<file path="config.mk">
export PLATFORM = sky130hd
export DESIGN_NAME = gpio_exp_i2c
export DESIGN_NICKNAME = d
export VERILOG_FILES = /design/src/gpio_exp_pkg.sv /design/src/gpio_exp_i2c.sv
export SDC_FILE = /design/constraint.sdc
export NUM_CORES = 1
export LEC_CHECK = 0
export BUFFER_PORTS_ARGS = -buffer_cell sky130_fd_sc_hd__buf_2
export CAP_MARGIN = 20
export CORE_UTILIZATION = 61
export CTS_CLUSTER_SIZE = 16
export DETAILED_ROUTE_END_ITERATION = 10
export PLACE_DENSITY_LB_ADDON = 0.05
export SLEW_MARGIN = 40
export SYNTH_ARGS = -nofsm -noshare
export SYNTH_HDL_FRONTEND = slang
export SYNTH_SLANG_ARGS = --single-unit
export TNS_END_PERCENT = 50
</file>
<file path="constraint.sdc">
create_clock -name clk_sys -period 9.71 [get_ports clk_sys]
set_input_delay 1.942 -clock clk_sys [delete_from_list [all_inputs] [get_ports clk_sys]]
set_output_delay 1.942 -clock clk_sys [all_outputs]
set_load 0.02 [all_outputs]
</file>
<file path="src/gpio_exp_pkg.sv">
// Constants and types for the I2C port expander front end
package gpio_exp_pkg;
    localparam int           BANK_W        = 8;
    localparam int           STRAP_W       = 3;
    localparam logic [3:0]   ADDR_FIXED    = 4'h4;
    localparam logic [7:0]   CMD_RESET     = 8'h00;
    // Basic command codes
    localparam logic [7:0]   CMD_IN0       = 8'h00;
    localparam logic [7:0]   CMD_IN1       = 8'h01;
    localparam logic [7:0]   CMD_OUT0      = 8'h02;
    localparam logic [7:0]   CMD_OUT1      = 8'h03;
    localparam logic [7:0]   CMD_POL0      = 8'h04;
    localparam logic [7:0]   CMD_POL1      = 8'h05;
    localparam logic [7:0]   CMD_CFG0      = 8'h06;
    localparam logic [7:0]   CMD_CFG1      = 8'h07;
    // Extended command codes, low nibble indexes the extended array
    localparam logic [7:0]   CMD_DRIVE0    = 8'h40;
    localparam logic [7:0]   CMD_LATCH0    = 8'h44;
    localparam logic [7:0]   CMD_PULLEN0   = 8'h46;
    localparam logic [7:0]   CMD_PULLSEL0  = 8'h48;
    localparam logic [7:0]   CMD_MASK0     = 8'h4a;
    localparam logic [7:0]   CMD_STAT0     = 8'h4c;
    localparam logic [7:0]   CMD_STAT1     = 8'h4d;
    localparam logic [7:0]   CMD_GAP       = 8'h4e;
    localparam logic [7:0]   CMD_OUTCFG    = 8'h4f;
    localparam logic [4:0]   BASIC_HI      = 5'h00;
    localparam logic [3:0]   EXT_HI        = 4'h4;
    localparam int           EXT_N         = 16;
    // Reset values
    localparam logic [7:0]   OUT_RESET     = 8'hff;
    localparam logic [7:0]   POL_RESET     = 8'h00;
    localparam logic [7:0]   CFG_RESET     = 8'hff;
    localparam logic [EXT_N-1:0][7:0] EXT_RESET = {
        8'h00, 8'h00, 8'h00, 8'h00, 8'hff, 8'hff, 8'hff, 8'hff,
        8'h00, 8'h00, 8'h00, 8'h00, 8'hff, 8'hff, 8'hff, 8'hff};
    localparam logic [3:0]   BITS_PER_BYTE = 4'h8;
    localparam logic [3:0]   CNT_ZERO      = 4'h0;

    typedef enum logic [3:0] {
        ST_IDLE, ST_ADDR, ST_ACK_A, ST_CMD, ST_ACK_W, ST_WDATA, ST_ACK_R, ST_RDATA, ST_RACK
    } i2c_e;
endpackage : gpio_exp_pkg

</file>
<file path="src/gpio_exp_i2c.sv">
// I2C slave front end of a 16-bit port expander with command pointer
// Overview of operation
// - After reset all sixteen port pins are undriven inputs.
// - Slave address low bits come from three strap inputs; eight addresses.
// - Address byte last bit: 1 means read, 0 means write.
// - First byte after acknowledged write address is stored in the command pointer.
// - Pointer low three bits select input, output, polarity or configuration.
// - Pointer bit 6 with low four bits selects extended registers.
// - Pointer is loaded only by writes, its bit 0 toggles after each acked data byte of a read or write; never read back.
// - Low pins map to bank 0 bits, high pins to bank 1 bits.
// - Codes 00h-07h basic, 40h-4Fh extended as per register map.
// - Input registers show pin levels XOR polarity regardless of direction; writes ignored.
// - Output registers read back the written value, not the pins.
`timescale 1ns/1ps
module gpio_exp_i2c
    import gpio_exp_pkg::*;
#(
    parameter int BANKS = 2
) (
    input  wire logic                            clk_sys,
    input  wire logic                            reset_n,
    input  wire logic                            scl_in,
    input  wire logic                            sda_in,
    output logic                                 sda_out,
    output logic                                 sda_oe,
    input  wire logic                            addr_strap_0,
    input  wire logic                            addr_strap_1,
    input  wire logic                            addr_strap_2,
    input  wire logic [gpio_exp_pkg::BANK_W-1:0] low_bank_pins_in,
    output logic      [gpio_exp_pkg::BANK_W-1:0] low_bank_pins_out,
    output logic      [gpio_exp_pkg::BANK_W-1:0] low_bank_pins_oe,
    input  wire logic [gpio_exp_pkg::BANK_W-1:0] high_bank_pins_in,
    output logic      [gpio_exp_pkg::BANK_W-1:0] high_bank_pins_out,
    output logic      [gpio_exp_pkg::BANK_W-1:0] high_bank_pins_oe
);
    import gpio_exp_pkg::*;

    if (BANKS != 2) begin : g_bank_check
        $error("Only two banks are supported");
    end

    typedef struct packed {
        i2c_e                    st;
        logic [3:0]              cnt;
        logic [7:0]              shift;
        logic [7:0]              cmd;
        logic                    scl_d;
        logic                    sda_d;
        logic [1:0][7:0]         outp;
        logic [1:0][7:0]         pol;
        logic [1:0][7:0]         cfg;
        logic [EXT_N-1:0][7:0]   ext;
        logic [1:0][7:0]         oe;
        logic                    sda_oe;
        logic                    sda_zero;
    } state_s;

    localparam state_s STATE_RESET = '{
        st: ST_IDLE, cnt: CNT_ZERO, shift: CMD_RESET, cmd: CMD_RESET,
        scl_d: 1'b1, sda_d: 1'b1, outp: {OUT_RESET, OUT_RESET},
        pol: {POL_RESET, POL_RESET}, cfg: {CFG_RESET, CFG_RESET},
        ext: EXT_RESET, oe: '0, sda_oe: 1'b0, sda_zero: 1'b0};

    logic [1:0]          rst_sync;
    logic                rst_n;
    logic [1:0]          scl_sync;
    logic [1:0]          sda_sync;
    logic [1:0][15:0]    pin_sync;
    logic [2:0]          strap_meta;
    logic [2:0]          strap;
    state_s              cur;
    state_s              next;
    logic [1:0][7:0]     pins;
    logic                scl_rise;
    logic                scl_fall;
    logic                start_cond;
    logic                stop_cond;
    logic [7:0]          rd_data;
    logic [6:0]          my_addr;

    // Reset released through two flops
    always_ff @(posedge clk_sys or negedge reset_n) begin
        if (!reset_n) begin
            rst_sync <= 2'h0;
        end else begin
            rst_sync <= {rst_sync[0], 1'b1};
        end
    end
    assign rst_n = rst_sync[1];

    // Two-flop synchronisers for bus, straps and port pins
    always_ff @(posedge clk_sys or negedge rst_n) begin
        if (!rst_n) begin
            scl_sync <= 2'h3;
            sda_sync <= 2'h3;
            pin_sync <= '0;
            strap_meta <= 3'h0;
            strap    <= 3'h0;
        end else begin
            scl_sync <= {scl_sync[0], scl_in};
            sda_sync <= {sda_sync[0], sda_in};
            pin_sync <= {pin_sync[0], high_bank_pins_in, low_bank_pins_in};
            strap_meta <= {addr_strap_2, addr_strap_1, addr_strap_0};
            strap    <= strap_meta;
        end
    end

    // Pins one to one onto bank bits
    assign pins       = pin_sync[1];
    assign my_addr    = {ADDR_FIXED, strap};
    assign scl_rise   = scl_sync[1] & ~cur.scl_d;
    assign scl_fall   = ~scl_sync[1] & cur.scl_d;
    assign start_cond = scl_sync[1] & cur.scl_d & cur.sda_d & ~sda_sync[1];
    assign stop_cond  = scl_sync[1] & cur.scl_d & ~cur.sda_d & sda_sync[1];

    // Read mux; status and the gap code read as zero since no interrupt logic here
    always_comb begin
        rd_data = 8'h00;
        if (cur.cmd[7:3] == BASIC_HI) begin
            case (cur.cmd[2:0])
                CMD_IN0[2:0], CMD_IN1[2:0]: rd_data = pins[cur.cmd[0]] ^ cur.pol[cur.cmd[0]];
                CMD_OUT0[2:0], CMD_OUT1[2:0]: rd_data = cur.outp[cur.cmd[0]];
                CMD_POL0[2:0], CMD_POL1[2:0]: rd_data = cur.pol[cur.cmd[0]];
                default: rd_data = cur.cfg[cur.cmd[0]];
            endcase
        // Bit 6 with low nibble for extended set
        end else if (cur.cmd[7:4] == EXT_HI) begin
            if (cur.cmd != CMD_STAT0 && cur.cmd != CMD_STAT1 && cur.cmd != CMD_GAP) begin
                rd_data = cur.ext[cur.cmd[3:0]];
            end
        end
    end

    always_comb begin
        next       = cur;
        next.scl_d = scl_sync[1];
        next.sda_d = sda_sync[1];
        if (start_cond) begin
            next.st     = ST_ADDR;
            next.cnt    = CNT_ZERO;
            next.sda_oe = 1'b0;
        end else if (stop_cond) begin
            next.st     = ST_IDLE;
            next.sda_oe = 1'b0;
        end else if (scl_rise) begin
            case (cur.st)
                ST_ADDR, ST_CMD, ST_WDATA: begin
                    next.shift = {cur.shift[6:0], sda_sync[1]};
                    next.cnt   = cur.cnt + 4'h1;
                end
                ST_RDATA: begin
                    next.cnt = cur.cnt + 4'h1;
                end
                ST_RACK: begin
                    // Master nack ends the read until a new start
                    next.st = sda_sync[1] ? ST_IDLE : ST_ACK_R;
                    if (!sda_sync[1]) begin
                        next.cmd = {cur.cmd[7:1], ~cur.cmd[0]};
                    end
                end
                default: begin
                    next.st = cur.st;
                end
            endcase
        end else if (scl_fall) begin
            case (cur.st)
                ST_ADDR: begin
                    if (cur.cnt == BITS_PER_BYTE) begin
                        if (cur.shift[7:1] == my_addr) begin
                            next.sda_oe = 1'b1;
                            // Direction bit picks read or write
                            next.st     = cur.shift[0] ? ST_ACK_R : ST_ACK_A;
                        end else begin
                            next.st = ST_IDLE;
                        end
                    end
                end
                ST_CMD: begin
                    if (cur.cnt == BITS_PER_BYTE) begin
                        next.cmd    = cur.shift;
                        next.sda_oe = 1'b1;
                        next.st     = ST_ACK_W;
                    end
                end
                ST_WDATA: begin
                    if (cur.cnt == BITS_PER_BYTE) begin
                        next.sda_oe = 1'b1;
                        next.st     = ST_ACK_W;
                        next.cmd    = {cur.cmd[7:1], ~cur.cmd[0]};
                        if (cur.cmd[7:3] == BASIC_HI) begin
                            // Input codes fall through with no effect
                            case (cur.cmd[2:1])
                                CMD_OUT0[2:1]: next.outp[cur.cmd[0]] = cur.shift;
                                CMD_POL0[2:1]: next.pol[cur.cmd[0]]  = cur.shift;
                                CMD_CFG0[2:1]: next.cfg[cur.cmd[0]]  = cur.shift;
                                default:       next.cfg              = cur.cfg;
                            endcase
                        end else if (cur.cmd[7:4] == EXT_HI && cur.cmd != CMD_STAT0
                                     && cur.cmd != CMD_STAT1 && cur.cmd != CMD_GAP) begin
                            // Extended registers are plain storage here
                            next.ext[cur.cmd[3:0]] = cur.shift;
                        end
                    end
                end
                ST_ACK_A: begin
                    next.sda_oe = 1'b0;
                    next.cnt    = CNT_ZERO;
                    next.st     = ST_CMD;
                end
                ST_ACK_W: begin
                    next.sda_oe = 1'b0;
                    next.cnt    = CNT_ZERO;
                    next.st     = ST_WDATA;
                end
                ST_ACK_R: begin
                    next.shift  = rd_data;
                    next.sda_oe = ~rd_data[7];
                    next.cnt    = CNT_ZERO;
                    next.st     = ST_RDATA;
                end
                ST_RDATA: begin
                    if (cur.cnt == BITS_PER_BYTE) begin
                        next.sda_oe = 1'b0;
                        next.st     = ST_RACK;
                    end else begin
                        next.sda_oe = ~cur.shift[3'(7 - cur.cnt)];
                    end
                end
                default: begin
                    next.st = cur.st;
                end
            endcase
        end
        // Direction from configuration, inputs at reset
        next.oe[0] = ~next.cfg[0];
        next.oe[1] = ~next.cfg[1];
    end

    always_ff @(posedge clk_sys or negedge rst_n) begin
        if (!rst_n) begin
            cur <= STATE_RESET;
        end else begin
            cur <= next;
        end
    end

    assign sda_out            = cur.sda_zero;
    assign sda_oe             = cur.sda_oe;
    assign low_bank_pins_out  = cur.outp[0];
    assign low_bank_pins_oe   = cur.oe[0];
    assign high_bank_pins_out = cur.outp[1];
    assign high_bank_pins_oe  = cur.oe[1];
endmodule : gpio_exp_i2c

</file>
==> results of run 1 <==
==> state kept, by name, indices dropped and copies added, names as in the netlist, 2 cells and up <==
signal	flops
pin_sync	16
high_bank_pins_out	8
high_bank_pins_oe	8
sda_sync	2
strap_meta	3
low_bank_pins_oe	8
rst_sync	2
cur	165
low_bank_pins_out	8
pins	16
scl_sync	2
strap	3
==> per-layer routing <==
metal	vias up	global-route usage [%]	wire, um
li1	3067	-	-
met1	3559	38.8	11500
met2	180	44.2	12200
met3	47	4.16	1120
met4	2	8.83	639
met5	-	0	13
==> area by class of cell <==
cell class              instances  area (um^2)
clock inverters                14          189
multi-input cells             512         4790
fillers                      1257         5600
well taps                     229          287
inverters                      11         41.3
flip-flops and latches        242         6200
repair buffers                 65          387
clock buffers                  34          722
==> cell families (layout without fill, tap and decap cells) <==
| family | Yosys count | count (layout) | share of synthesized area [%] |
|---|---|---|---|
| DFF | 242 | 242 | 53.7 |
| buffers and inverters | 102 | 124 | 4.69 |
| xor gates and xnor gates | 6 | 6 | 0.457 |
| AOI/OAI and AO/OA | 85 | 85 | 5.38 |
| adders and majority gates | 5 | 5 | 0.544 |
| and+or+nand+nor | 173 | 173 | 9.24 |
| muxes | 241 | 241 | 25.9 |
| other | 2 | 2 | 0.0653 |
==> through the flow <==
| stage | power [W] | area [um^2] | hold WS [ns] |
|---|---|---|---|
| floorplan | 0.00140 | 11500 | 0.331 |
| global placement | 0.00151 | 11600 | 0.256 |
| detailed placement | 0.00153 | 11700 | 0.267 |
| CTS | 0.00256 | 12600 | 0.272 |
| global route | 0.00264 | 12600 | 0.294 |
| finish | 0.00255 | 12600 | 0.252 |
==> worst reg2reg max path: stages, from the launching register on <==
cell and delay (ns):
dfrtp_4 0.78, buf_4 0.72, nand2_1 0.50, nand3_1 0.22, and4_1 0.42, nand3_2 0.27, mux2_2 0.38
==> cell usage in the layout (no fill, tap or decap), types with 4 or more instances in the layout <==
cell         n
mux4_2      29
dfrtp_2      5
o21ai_0     26
nor2_2       4
buf_4        7
inv_1        9
nand2_1     65
nand2b_1    10
nor3_4       5
dfrtp_1    133
buf_2       55
dfstp_2    102
o211ai_1     7
bufinv_16    4
o221ai_1     6
and3_1      13
nor2b_1      4
clkbuf_1     5
xnor2_1      5
nor2_1      17
a21oi_1      6
or2_2        4
ha_1         4
mux2_2     158
clkbuf_16   27
a31oi_1      7
nand4_1      5
a221oi_1     7
nand3_1     11
mux2i_1     51
clkinv_2     4
==> worst min-delay path by stage <==
stage                     to  slack (ns)
2_1_floorplan        pins[0]        0.33
3_3_place_gp   strap_meta[1]        0.26
3_5_place_dp   strap_meta[1]        0.27
4_1_cts        strap_meta[1]        0.27
5_1_grt        strap_meta[0]        0.29
6_report       strap_meta[1]        0.25
==> power by group through the flow <==
| stage | clock, W | sequential [W] | combinational [W] |
|---|---|---|---|
| 5_1_grt | 0.00109 | 0.00120 | 0.000346 |
| 2_1_floorplan | 0 | 0.00110 | 0.000296 |
| 4_1_cts | 0.00105 | 0.00119 | 0.000322 |
| 6_report | 0.00103 | 0.00119 | 0.000319 |
| 3_5_place_dp | 0 | 0.00121 | 0.000321 |
| 3_3_place_gp | 0 | 0.00120 | 0.000311 |
==> cells in the mapped netlist, types with 5 or more instances <==
library cell	n
a21oi_1	6
a221oi_1	7
a31oi_1	7
and3_1	13
buf_2	11
buf_4	34
clkbuf_1	40
dfrtp_1	140
dfstp_2	102
ha_1	5
inv_1	9
mux2_2	158
mux2i_1	51
mux4_2	29
nand2_1	65
nand2b_1	10
nand3_1	11
nand4_1	5
nor2_1	17
o211ai_1	7
o21ai_0	26
o221ai_1	6
xnor2_1	5
==> results.yml, run 1 <==
clock_network:
  cts_resized: 0
  ctsHoldBuffers: 0
  post_cts_buffers: 0
  clkLatencyLatePin_ns: 0.52
  cts_sinks: 242
  root_buffer: "clkbuf_16"
  cts_tree: "yes"
  clockBufferDepth: 3
  clk_pin_slew_worst_paths_ns: 0.06
  h-tree-depth: 1
  cts_buffers: 26
synthesis:
  synth_nets: 884
  seq_area_frac_synth_pct: 53.7
  synthArstFlopShare_pct: 100
  post-synth-top-area-fraction_pct: 30.5
  yosys-top-cells-area: "dfrtp_1, dfstp_2, mux2_2, mux4_2, mux2i_1"
  synth_top_area_cell: "dfrtp_1"
  synth_seq_cells: 242
  ys.flop_type: "dfrtp_1"
  netlist-cell-type-count: 75
  synth_edf_count: 0
  postSynthCellCount: 856
  syn_area_per_cell_um2: 13.4
  yosysWarningCount: 0
  syn-cell-area_um2: 11500
worst_setup_path:
  crit_slowest_cell: "dfrtp_4"
  crit_end: "cur[63]"
  reg2reg_depth: 6
  crit_start: "cur[196]"
  r2r_end: "cur[63]"
  cpPeakStageDelay_ns: 0.78
  critPathRequiredTime_ns: 10.12
  path_depth: 6
  criticalPathCategory: "flip-flop to flip-flop"
  r2r-start: "cur[196]"
  crit_path_start_kind: "flip-flop"
  cp-end-kind: "flip-flop"
  arrival_ns: 3.81
  crit_chain: "buf_4, nand2_1, nand3_1, and4_1, nand3_2, mux2_2"
  cp.buffers_inverters: 1
  r2r_slack_ns: 6.31
  cp_max_fo: 42
  path_delay_family: "simple AND/OR/NAND/NOR gates"
drt:
  wl_um: 25500
  dr.pass1.iters: 4
  viasPerCell: 6.19
  vias: 6855
  drt_iter0_markers: 463
  drc: 0
  final_antenna_net_count: 0
  wl_per_cell_um: 23.0
timing:
  finalCriticalPeriod_ns: 3.40
  worst_slew_margin_rel_pct: 46.9
  fmax_mhz: 294
  rsz0062_at_grt: "false"
  max_slew.worst_pin.slew_ns: 0.792
  finalHoldViolations: 0
  fin_setup_tns_ns: 0
  period_share_pct: 35.0
  fin_worst_skew_ns: 0.0102
  timing.final.ws_setup_ns: 6.31
  finalSetupViolCount: 0
  final_max_slew_viol_count: 0
floorplan:
  die_x_um: 139
  fp-row-count: 49
  core_um2: 18200
  die_y_um: 139
  ios: 57
  start_util_pct: 63.2
  die_area_um2: 19400
hold_path:
  min_path_type: "flip-flop to asynchronous set/reset pin"
power_and_ir_drop:
  ir_worst_vdd_mv: 0.148
  combPwrFrac_pct: 12.6
  p_sw_share_pct: 28.6
  p_leak_nw: 5.45
  p_sw_w: 0.000727
  p_clk_share_pct: 40.6
  power.share.sequential_pct: 46.8
  power_density_nw_per_um2: 202
  p_int_w: 0.00182
final_layout:
  final_util_pct: 69.3
  num-nets-final: 886
  drive_above_1_share_pct: 49.9
  final_cells: 1107
  antenna_cells: 0
  areaGrowthSynthToFinish_pct: 9.64
place:
  hpwl_um: 16500
  port_buffers: 55
  dp_slack_ns: 6.33
  gp_congestion: 0.904
  dpl.cell_count: 1058
global_route:
  grt_max_degree: 115
  grt_pass1_vias: 7341
  grt.total_usage_pct: 27.5
  antenna_found_initial: 1
  grt_pass1_wl_um: 41400
  grt_overflow: 0
status:
  status: "completed"
run:
  max_cap_violations: 0
No activity file was read; power rests on OpenSTA's default activity.
==> inputs of run 2 (changes only) <==
--- a/config.mk
+++ b/config.mk
@@ -7,7 +7,7 @@
 export LEC_CHECK = 0
 export BUFFER_PORTS_ARGS = -buffer_cell sky130_fd_sc_hd__buf_2
 export CAP_MARGIN = 20
-export CORE_UTILIZATION = 61
+export CORE_UTILIZATION = 55
 export CTS_CLUSTER_SIZE = 16
 export DETAILED_ROUTE_END_ITERATION = 10
 export PLACE_DENSITY_LB_ADDON = 0.05
==> constraint.sdc (replaced) <==
create_clock -name clk_sys -period 2.9 [get_ports clk_sys]
set_input_delay 0.58 -clock clk_sys [delete_from_list [all_inputs] [get_ports clk_sys]]
set_output_delay 0.58 -clock clk_sys [all_outputs]
set_load 0.02 [all_outputs]
==> results.yml, run 2 (synthesis gave the netlist of run 1 again) <==
global_route:
  grt_max_degree: 61
  grt_overflow: 0
  grt_pass1_wl_um: 43600
  grt_pass1_vias: 7535
  antenna_found_initial: 0
  grt.total_usage_pct: 26.5
place:
  gp_congestion: 0.851
  dpl.cell_count: 1126
  hpwl_um: 18200
  port_buffers: 55
floorplan:
  die_x_um: 147
  core_um2: 20400
  start_util_pct: 56.5
  die_area_um2: 21500
  die_y_um: 147
  fp-row-count: 52
  ios: 57
timing:
  fin_worst_skew_ns: 0.0216
  finalHoldViolations: 0
  finalCriticalPeriod_ns: 2.63
  final_max_slew_viol_count: 0
  period_share_pct: 90.7
  max_slew.worst_pin.slew_ns: 0.665
  fin_setup_tns_ns: 0
  rsz0062_at_grt: "false"
  finalSetupViolCount: 0
  worst_slew_margin_rel_pct: 55.3
  fmax_mhz: 380
worst_setup_path:
  arrival_ns: 3.09
  cpPeakStageDelay_ns: 0.51
  path_delay_family: "simple AND/OR/NAND/NOR gates"
  cp.buffers_inverters: 2
  crit_chain: "inv_1, ha_1, nand3b_4, a2111oi_4, buf_4, nand4_4, nor2_2, mux2_2"
  critPathRequiredTime_ns: 3.36
  criticalPathCategory: "flip-flop to flip-flop"
  cp_max_fo: 8
  crit_path_start_kind: "flip-flop"
  cp-end-kind: "flip-flop"
  crit_slowest_cell: "nor2_2"
power_and_ir_drop:
  power_density_nw_per_um2: 678
  p_leak_nw: 5.63
  ir_worst_vdd_mv: 0.504
status:
  status: "completed"
run:
  max_cap_violations: 0
final_layout:
  final_util_pct: 63.4
  largest_register_ffs: 165
  drive_above_1_share_pct: 50.9
  num-nets-final: 914
  fill_cells: 1549
  antenna_cells: 0
  layout_commonest_cell: "mux2_2"
  top_register: "cur"
  layout_common_cells: "mux2_2, dfrtp_1, dfstp_2"
  multi_input_area_um2: 4780
  seqCellArea_um2: 6190
  areaGrowthSynthToFinish_pct: 12.2
  final_cells: 1176
drt:
  dr.pass1.iters: 5
  vias: 7075
  final_antenna_net_count: 0
  viasPerCell: 6.02
  wl_per_cell_um: 23.0
  drt_iter0_markers: 431
  wl_um: 27000
  drc: 0
clock_network:
  clockBufferDepth: 3
  cts_tree: "yes"
  root_buffer: "clkbuf_16"
  clkLatencyLatePin_ns: 0.55
  post_cts_buffers: 0
  cts_sinks: 242
  cts_buffers: 26
  clk_pin_slew_worst_paths_ns: 0.06
  h-tree-depth: 1
hold_path:
  min_path_type: "primary input to flip-flop"
==> run 2: cell count changes in the layout (fill, tap and decap cells not counted), sizes merged <==
cell / previous run / this run
buf: 65 / 92
bufinv: 4 / 5
clkinv: 8 / 9
clkinvlp: 3 / 0
dlygate4sd3: 0 / 1
inv: 10 / 11
==> run 2: where the power goes <==
group	internal (W)	total (W)	switching, W	leakage (nW)
logic	0.000536	0.00142	0.000885	2.36
clock network	0.00222	0.00359	0.00136	0.469
registers	0.00350	0.00375	0.000247	2.80
==> run 2: worst paths after layout <==
path                                 endpoint  cells past startpoint           startpoint  slack (ns)
worst min register to register  strap_meta[0]                      0          rst_sync[1]        0.25
worst min-delay path              pin_sync[2]                      1  low_bank_pins_in[2]        0.14
max in group asynchronous            cur[147]                      2          rst_sync[1]        1.72
min in group asynchronous       strap_meta[0]                      0          rst_sync[1]        0.25
worst max-delay path                 cur[113]                      8             cur[212]        0.27
worst max register to register       cur[113]                      8             cur[212]        0.27
==> run 2: area by class of cell <==
class,count,share of cell area (%)
Clock inverter,14,1.63
Clock buffer,34,5.66
Inverter,11,0.320
Tap cell,270,2.62
Timing Repair Buffer,93,4.75
Sequential cell,242,48.0
Multi-Input combinational cell,512,37.1
==> run 2: timing repair <==
action / CTS / global route
endpoints found under the hold margin: 2 / 0
gates resized for setup: 0 / 0
hold buffers: 1 / 0
==> run 2: stage by stage <==
| stage | cell area [um^2] | setup WS [ns] | hold WS (ns) | total power, W |
|---|---|---|---|---|
| CTS | 12900 | 0.253 | 0.123 | 0.00883 |
| global route | 12900 | 0.170 | 0.117 | 0.00910 |
| global placement | 11900 | 0.297 | 0.331 | 0.00518 |
| finish | 12900 | 0.271 | 0.140 | 0.00875 |
| detailed placement | 11900 | 0.258 | 0.336 | 0.00521 |
| floorplan | 11500 | 0.405 | 0.284 | 0.00467 |
==> run 2: per-layer routing <==
metal / vias up / track usage (%) / share of wire, % / wire [um]
met1: 3732 / 37.6 / 45 / 12200
met3: 51 / 4.56 / 4.7 / 1270
li1: 3126 / - / - / -
met4: 0 / 7.81 / 2.4 / 652
met5: - / 0 / 0 / 0
met2: 166 / 42.0 / 48 / 12900
